<file path="config.mk">
export PLATFORM = sky130hd
export DESIGN_NAME = aimc_regs
export DESIGN_NICKNAME = d
export VERILOG_FILES = /design/src/inc/aimc_pkg.sv /design/src/rtl/aimc_gain_step.sv /design/src/rtl/aimc_regs.sv
export VERILOG_INCLUDE_DIRS = /design/src /design/src/inc
export SDC_FILE = /design/constraint.sdc
export NUM_CORES = 1
export LEC_CHECK = 0
export ABC_AREA = 0
export BUFFER_PORTS_ARGS = -buffer_cell sky130_fd_sc_hd__buf_4
export CAP_MARGIN = 20
export CORE_ASPECT_RATIO = 0.8
export CORE_MARGIN = 10
export CORE_UTILIZATION = 54
export CTS_CLUSTER_SIZE = 24
export DETAILED_ROUTE_END_ITERATION = 8
export GPL_TIMING_DRIVEN = 0
export PLACE_DENSITY = 0.82
export SLEW_MARGIN = 5
export SYNTH_ARGS = -nofsm -noshare
export SYNTH_HDL_FRONTEND = slang
export SYNTH_HIERARCHICAL = 1
export SYNTH_SLANG_ARGS = --single-unit
</file>
<file path="constraint.sdc">
create_clock -name ref_clk -period 4.1 [get_ports ref_clk]
set_input_delay 0.615 -clock ref_clk [delete_from_list [all_inputs] [get_ports ref_clk]]
set_output_delay 0.615 -clock ref_clk [all_outputs]
set_load 0.02 [all_outputs]
</file>
<file path="src/inc/aimc_consts.svh">
// constants for the adc input mix control registers
`ifndef AIMC_CONSTS_SVH
`define AIMC_CONSTS_SVH

`define AIMC_ADDR_W 8
`define AIMC_DATA_W 8
`define AIMC_GAIN_W 7
`define AIMC_ATTN_W 5

// register offsets
`define AIMC_OFF_AUX_MIC_RIGHT 8'h12
`define AIMC_OFF_LINE_LEFT 8'h13

// reset values
`define AIMC_RST_AUX_MIC_RIGHT 8'hff
`define AIMC_RST_LINE_LEFT 8'h78
`define AIMC_RST_GAIN 7'h00
`define AIMC_RST_ATTN 5'h00

// aux mic register fields
`define AIMC_AUXL_HI 7
`define AIMC_AUXL_LO 4
`define AIMC_AUXR_HI 3
`define AIMC_AUXR_LO 0

// line input register fields
`define AIMC_DIFF_BIT 7
`define AIMC_LINE_HI 6
`define AIMC_LINE_LO 3
`define AIMC_PWR_BIT 2
`define AIMC_STEP_HI 1
`define AIMC_STEP_LO 0

// level field codes
`define AIMC_LVL_OFF 4'hf
`define AIMC_LVL_MAX 4'h8
`define AIMC_LVL_HALF_DB_PER_CODE 5'h03

// soft-step rate codes
`define AIMC_STEP_EVERY_FS 2'h0
`define AIMC_STEP_EVERY_2FS 2'h1

`endif

</file>
<file path="src/inc/aimc_pkg.sv">
// types for the adc input mix control registers
package aimc_pkg;

  typedef enum logic [1:0] {
    AIMC_STEP_FS,
    AIMC_STEP_2FS,
    AIMC_STEP_OFF
  } aimc_step_t;

endpackage

</file>
<file path="src/rtl/aimc_gain_step.sv">
// left adc gain stage soft-stepping toward the programmed gain
`include "aimc_consts.svh"

module aimc_gain_step #(
  parameter int GAIN_W = `AIMC_GAIN_W
) (
  input wire logic ref_clk,
  input wire logic sys_rst,
  input wire logic [GAIN_W-1:0] target_gain,
  input wire aimc_pkg::aimc_step_t step_mode,
  input wire logic fs_tick,
  output logic [GAIN_W-1:0] gain_ff
);

  logic half_ff;
  logic step_now;

  // every fs tick, or every second one
  always_comb begin
    case (step_mode)
      aimc_pkg::AIMC_STEP_FS: step_now = fs_tick;
      aimc_pkg::AIMC_STEP_2FS: step_now = fs_tick & half_ff;
      default: step_now = 1'b0;
    endcase
  end

  always_ff @(posedge ref_clk) begin
    if (sys_rst) begin
      half_ff <= 1'b0;
    end else if (step_mode != aimc_pkg::AIMC_STEP_2FS) begin
      half_ff <= 1'b0;
    end else if (fs_tick) begin
      half_ff <= ~half_ff;
    end
  end

  always_ff @(posedge ref_clk) begin
    if (sys_rst) begin
      gain_ff <= `AIMC_RST_GAIN;
    end else if (step_mode == aimc_pkg::AIMC_STEP_OFF) begin
      gain_ff <= target_gain;
    end else if (step_now && gain_ff < target_gain) begin
      gain_ff <= gain_ff + GAIN_W'(1);
    end else if (step_now && gain_ff > target_gain) begin
      gain_ff <= gain_ff - GAIN_W'(1);
    end
  end

endmodule

</file>
<file path="src/rtl/aimc_regs.sv">
// adc input mix control register pair with left gain soft-stepping
`include "aimc_consts.svh"

// a read and a write to one offset in the same cycle return the old value
// reserved level codes are kept as written and decode as joined at 0 dB
module aimc_regs #(
  parameter int ADDR_W = `AIMC_ADDR_W,
  parameter int DATA_W = `AIMC_DATA_W,
  parameter int GAIN_W = `AIMC_GAIN_W
) (
  input wire logic ref_clk,
  input wire logic sys_rst,

  // host register access
  input wire logic [ADDR_W-1:0] reg_addr,
  input wire logic [DATA_W-1:0] reg_wdata,
  input wire logic reg_wr,
  input wire logic reg_rd,
  output logic [DATA_W-1:0] reg_rdata_ff,

  // left gain stage soft-stepping
  input wire logic [GAIN_W-1:0] left_gain_target,
  input wire logic fs_tick,
  output logic [GAIN_W-1:0] left_gain_applied_ff,

  // mixer routing decoded from the registers
  output logic aux_mic_left_input_conn_ff,
  output logic [`AIMC_ATTN_W-1:0] aux_mic_left_input_attn_ff,
  output logic aux_mic_right_input_conn_ff,
  output logic [`AIMC_ATTN_W-1:0] aux_mic_right_input_attn_ff,
  output logic first_line_left_input_conn_ff,
  output logic [`AIMC_ATTN_W-1:0] first_line_left_input_attn_ff,
  output logic first_line_left_input_diff_ff,
  output logic left_adc_power_ff
);

  // register storage
  logic [DATA_W-1:0] aux_mic_to_right_adc_mix_ff;
  logic [DATA_W-1:0] line_in_left_adc_mix_power_ff;
  logic [DATA_W-1:0] nxt_rdata;
  // strobes qualified by the addressed register
  logic wr_aux_mic;
  logic wr_line;
  logic rd_aux_mic;
  logic rd_line;
  // field codes and rate picked out of the registers
  aimc_pkg::aimc_step_t step_mode;
  logic [3:0] auxl_code;
  logic [3:0] auxr_code;
  logic [3:0] line_code;
  logic [1:0] step_code;

  // attenuation in half-dB units, 1.5 dB per code
  function automatic logic [`AIMC_ATTN_W-1:0] lvl_attn(input logic [3:0] code);
    logic [`AIMC_ATTN_W-1:0] ext;
    ext = {1'b0, code};
    if (code > `AIMC_LVL_MAX) begin
      lvl_attn = `AIMC_RST_ATTN;
    end else begin
      lvl_attn = `AIMC_ATTN_W'(ext * `AIMC_LVL_HALF_DB_PER_CODE);
    end
  endfunction

  // an input joins its mixer for any code but the disconnect code
  function automatic logic lvl_conn(input logic [3:0] code);
    lvl_conn = (code != `AIMC_LVL_OFF);
  endfunction

  // a strobe that names one register; other offsets match nothing
  function automatic logic reg_hit(input logic strobe, input logic [ADDR_W-1:0] addr,
    input logic [ADDR_W-1:0] offset);
    reg_hit = strobe && (addr == offset);
  endfunction

  assign wr_aux_mic = reg_hit(reg_wr, reg_addr, ADDR_W'(`AIMC_OFF_AUX_MIC_RIGHT));
  assign wr_line = reg_hit(reg_wr, reg_addr, ADDR_W'(`AIMC_OFF_LINE_LEFT));
  assign rd_aux_mic = reg_hit(reg_rd, reg_addr, ADDR_W'(`AIMC_OFF_AUX_MIC_RIGHT));
  assign rd_line = reg_hit(reg_rd, reg_addr, ADDR_W'(`AIMC_OFF_LINE_LEFT));

  always_ff @(posedge ref_clk) begin
    if (sys_rst) begin
      aux_mic_to_right_adc_mix_ff <= `AIMC_RST_AUX_MIC_RIGHT;
    end else if (wr_aux_mic) begin
      // every code is stored, reserved ones too, so reads return what was written
      aux_mic_to_right_adc_mix_ff <= reg_wdata;
    end
  end

  always_ff @(posedge ref_clk) begin
    if (sys_rst) begin
      line_in_left_adc_mix_power_ff <= `AIMC_RST_LINE_LEFT;
    end else if (wr_line) begin
      line_in_left_adc_mix_power_ff <= reg_wdata;
    end
  end

  // unmapped offsets read as zero
  always_comb begin
    if (rd_aux_mic) begin
      nxt_rdata = aux_mic_to_right_adc_mix_ff;
    end else if (rd_line) begin
      nxt_rdata = line_in_left_adc_mix_power_ff;
    end else begin
      nxt_rdata = '0;
    end
  end

  always_ff @(posedge ref_clk) begin
    if (sys_rst) begin
      reg_rdata_ff <= '0;
    end else if (reg_rd) begin
      // read data moves only on a read strobe and then stands
      reg_rdata_ff <= nxt_rdata;
    end
  end

  assign auxl_code = aux_mic_to_right_adc_mix_ff[`AIMC_AUXL_HI:`AIMC_AUXL_LO];
  assign auxr_code = aux_mic_to_right_adc_mix_ff[`AIMC_AUXR_HI:`AIMC_AUXR_LO];
  assign line_code = line_in_left_adc_mix_power_ff[`AIMC_LINE_HI:`AIMC_LINE_LO];
  assign step_code = line_in_left_adc_mix_power_ff[`AIMC_STEP_HI:`AIMC_STEP_LO];

  // decoded outputs trail their register by one cycle so each leaves a flop
  always_ff @(posedge ref_clk) begin
    if (sys_rst) begin
      aux_mic_left_input_conn_ff <= 1'b0;
    end else begin
      aux_mic_left_input_conn_ff <= lvl_conn(auxl_code);
    end
  end

  always_ff @(posedge ref_clk) begin
    if (sys_rst) begin
      aux_mic_left_input_attn_ff <= `AIMC_RST_ATTN;
    end else begin
      aux_mic_left_input_attn_ff <= lvl_attn(auxl_code);
    end
  end

  always_ff @(posedge ref_clk) begin
    if (sys_rst) begin
      aux_mic_right_input_conn_ff <= 1'b0;
    end else begin
      aux_mic_right_input_conn_ff <= lvl_conn(auxr_code);
    end
  end

  always_ff @(posedge ref_clk) begin
    if (sys_rst) begin
      aux_mic_right_input_attn_ff <= `AIMC_RST_ATTN;
    end else begin
      aux_mic_right_input_attn_ff <= lvl_attn(auxr_code);
    end
  end

  always_ff @(posedge ref_clk) begin
    if (sys_rst) begin
      first_line_left_input_conn_ff <= 1'b0;
    end else begin
      first_line_left_input_conn_ff <= lvl_conn(line_code);
    end
  end

  always_ff @(posedge ref_clk) begin
    if (sys_rst) begin
      first_line_left_input_attn_ff <= `AIMC_RST_ATTN;
    end else begin
      first_line_left_input_attn_ff <= lvl_attn(line_code);
    end
  end

  always_ff @(posedge ref_clk) begin
    if (sys_rst) begin
      first_line_left_input_diff_ff <= 1'b0;
    end else begin
      first_line_left_input_diff_ff <= line_in_left_adc_mix_power_ff[`AIMC_DIFF_BIT];
    end
  end

  always_ff @(posedge ref_clk) begin
    if (sys_rst) begin
      left_adc_power_ff <= 1'b0;
    end else begin
      left_adc_power_ff <= line_in_left_adc_mix_power_ff[`AIMC_PWR_BIT];
    end
  end

  // rates 10 and 11 leave the applied gain tracking its target at once
  always_comb begin
    case (step_code)
      `AIMC_STEP_EVERY_FS: step_mode = aimc_pkg::AIMC_STEP_FS;
      `AIMC_STEP_EVERY_2FS: step_mode = aimc_pkg::AIMC_STEP_2FS;
      default: step_mode = aimc_pkg::AIMC_STEP_OFF;
    endcase
  end

  // the gain setting itself sits outside and arrives on the target port
  aimc_gain_step #(
    .GAIN_W(GAIN_W)
  ) u_gain_step (
    .ref_clk(ref_clk),
    .sys_rst(sys_rst),
    .target_gain(left_gain_target),
    .step_mode(step_mode),
    .fs_tick(fs_tick),
    .gain_ff(left_gain_applied_ff)
  );

endmodule

</file>
==> impl_metrics.ini <==
[outcome]
status = completed

[cts]
htree_levels = 2
cts_hold_buf = 0
cts_root_buffer = clkbuf_8
clockBufferDepth = 2
post_cts_buffers = 0
clk_pin_slew_ps = 90
cts_resized = 0
numCtsBuffers = 5
clock-sinks = 52
clk-insertion-delay-late_ps = 310
tritoncts = built

[logic_synthesis]
ys_seq_area_share_pct = 35.7
netlist_instances = 309
ys.flop_type = dfxtp_1
avgSynthCellArea_sq_um = 9.45
yosys_warnings = 6
synth_area_sq_um = 2920
synth-async-reset-ratio_pct = 0
ys_types = 50
synth_edf_count = 0
syn-num-nets = 368
ys_ff_latch = 52

[power_and_ir_drop]
share_seq_of_total_power_pct = 41.5
p_switching_mw = 0.409
p_int_mw = 0.912
swShare_pct = 30.9
vdd.ir_drop.worst_uv = 167
p_leak_nw = 1.77
power_density_nw_per_um2 = 369
power.total_mw = 1.32
p_comb_share_pct = 30.6
pwr-share-clk_pct = 27.8

[flow_run]
maxCapViolations = 0

[finish]
fill_cells = 424
multi_input_area_sq_um = 1730
design_area_sq_um = 3580
final-seq-area_sq_um = 1040
syn_to_final_growth_pct = 22.5
fin_util_pct = 69.8
drive_above_1_share_pct = 26.2
diodes = 0
nets = 436

[sta]
fin_worst_skew_ps = 11.7
hold_viol = 0
period_share_pct = 89.0
maxSlewHeadroom_pct = 58.2
maxSlewViolCount = 0
rsz0062_at_grt = false
setup_violations = 0
tns_ps = 0
worstMarginPinSlew_ps = 622
timing.final.ws_setup_ps = 450
fin_crit_ps = 3650
fmax_ghz = 0.274

[global_route]
overflow = 0
grt_usage_pct = 16.2
grt_pass1_wl_um = 11800
antenna_found_initial = 0
grt_max_degree = 17
grt_pass1_vias = 2500

[routing]
firstDrtPassIters = 4
drt_iter0_markers = 161
drc = 0
wl_per_cell_um = 15.8
vias_per_cell = 5.58
dr_total_vias = 2455
ant_nets = 0
drt-total-wl_um = 6960

[critical_path]
criticalPathCategory = input port to flop
crit_chain = buf_4 > inv_1 > ha_1 > a211oi_1 > o21bai_1 > or3_1 > fa_1 > a21o_2 > a2111oi_4 > nor4_2 > a2111oi_0 > a2111oi_1
cp-end-kind = flop
crit_arrival_ps = 3820
r2r_slack_ps = 520
required_ps = 4270
start_kind = input port
crit_buf_inv = 2
path_delay_family = compound AO/OA/AOI/OAI gates
cpPeakStageDelay_ps = 490
slowest_stage = or3_1
cp_max_fo = 6

[placement]
placed_area_sq_um = 3450
dp_hpwl_um = 5510
dpl_worst_slack_ps = 234
numPortBuffers = 61
gp_congestion = 0.870

[die]
dieWidth_um = 102
start_util_pct = 57.0
die_y_um = 85.8
die-area_sq_um = 8760
rows = 23
io_pins = 63
core_sq_um = 5120

[hold_path]
hold_path.class = flop to flop
## cells by family (layout without fill, tap and decap cells)
| family | after synthesis | count (layout) | share of synthesized area, % |
|---|---|---|---|
| buf+inv | 37 | 106 | 5.23 |
| mux | 27 | 27 | 9.82 |
| xor+xnor | 6 | 6 | 1.80 |
| compound gates | 56 | 56 | 13.2 |
| fa+ha+maj | 31 | 31 | 14.3 |
| simple gates | 100 | 100 | 20.0 |
| flops | 52 | 52 | 35.7 |
## through the flow
step,std cells,hold slack [ps]
finish,440,476
global route,440,503
CTS,440,479
detailed placement,432,464
global placement,432,457
floorplan,309,456
## cell type report
class	count	area share, %
clock inverter	2	1.08
tap	62	2.17
sequential	52	29.1
inverter	25	2.62
buffer	12	1.64
multi-input combinational	220	48.3
clock buffer	6	2.31
timing repair buffer	61	12.8
## flip-flops by register name (all words and copies together), names as in the netlist, 5 cells and up
name                           flops
aux_mic_left_input_attn_ff         5
aux_mic_right_input_attn_ff        5
aux_mic_to_right_adc_mix_ff        8
first_line_left_input_attn_ff      5
line_in_left_adc_mix_power_ff      8
reg_rdata_ff                       8
u_gain_step/gain_ff                7
## worst min-delay path, stage by stage (launching register included)
cell and delay [ps]:
dfxtp_1 320, nand2b_1 60, a21oi_1 50
## path summary, 6_finish.rpt
kind         cells after the start                           startpoint                             endpoint
min                              2         reg_rdata_ff[0]$_SDFFE_PP0P_         reg_rdata_ff[0]$_SDFFE_PP0P_
max reg2reg                     10  u_gain_step/gain_ff[4]$_SDFFE_PP0P_  u_gain_step/gain_ff[6]$_SDFFE_PP0P_
max                             12                  left_gain_target[4]  u_gain_step/gain_ff[6]$_SDFFE_PP0P_
min reg2reg                      2         reg_rdata_ff[0]$_SDFFE_PP0P_         reg_rdata_ff[0]$_SDFFE_PP0P_
## synth_stat cells, drive strengths merged, types with 3 or more instances
cell type	instances	area share, %
dfxtp	52	36
nor2	36	4.6
ha	27	12
inv	25	3.2
a21oi	19	3.3
mux2i	14	4.8
nand2b	14	3.0
mux2	13	5.0
nand4	11	2.9
clkbuf	8	1.4
o21ai	8	1.4
a21o	6	1.6
nand2	6	0.77
nand3	6	1.0
xnor2	6	1.8
nor2b	5	1.1
a2111oi	4	1.9
a31oi	4	0.86
buf	4	0.60
fa	4	2.7
o21bai	4	1.0
a211oi	3	0.77
and3b	3	0.94
nor3b	3	0.77
## power by group through the flow
stage | sequential (mW) | combinational (mW) | clock (mW)
floorplan | 0.577 | 0.266 | 0
global placement | 0.559 | 0.386 | 0
detailed placement | 0.560 | 0.400 | 0
CTS | 0.549 | 0.403 | 0.376
global route | 0.552 | 0.454 | 0.394
finish | 0.549 | 0.405 | 0.367
## metal layers
metal | up-vias | global-route usage [%] | share of wire [%]
li1 | 1222 | - | -
met4 | 0 | 4.60 | 1.6
met3 | 13 | 4.49 | 6.6
met1 | 1141 | 20.0 | 44
met5 | - | 0 | 0
met2 | 79 | 26.8 | 48
## layout by cell type (no fill, tap or decap), drive strengths merged, types with 5 or more instances in the layout
| master | Yosys | routed |
|---|---|---|
| xnor2 | 6 | 6 |
| nand2b | 14 | 14 |
| nand3 | 6 | 6 |
| o21ai | 8 | 8 |
| mux2 | 13 | 13 |
| a21o | 6 | 6 |
| clkbuf | 8 | 14 |
| dfxtp | 52 | 52 |
| nand2 | 6 | 6 |
| nor2 | 36 | 36 |
| a21oi | 19 | 19 |
| mux2i | 14 | 14 |
| nand4 | 11 | 11 |
| ha | 27 | 27 |
| buf | 4 | 65 |
| nor2b | 5 | 5 |
| inv | 25 | 25 |
(Power assumes the default switching activity.)
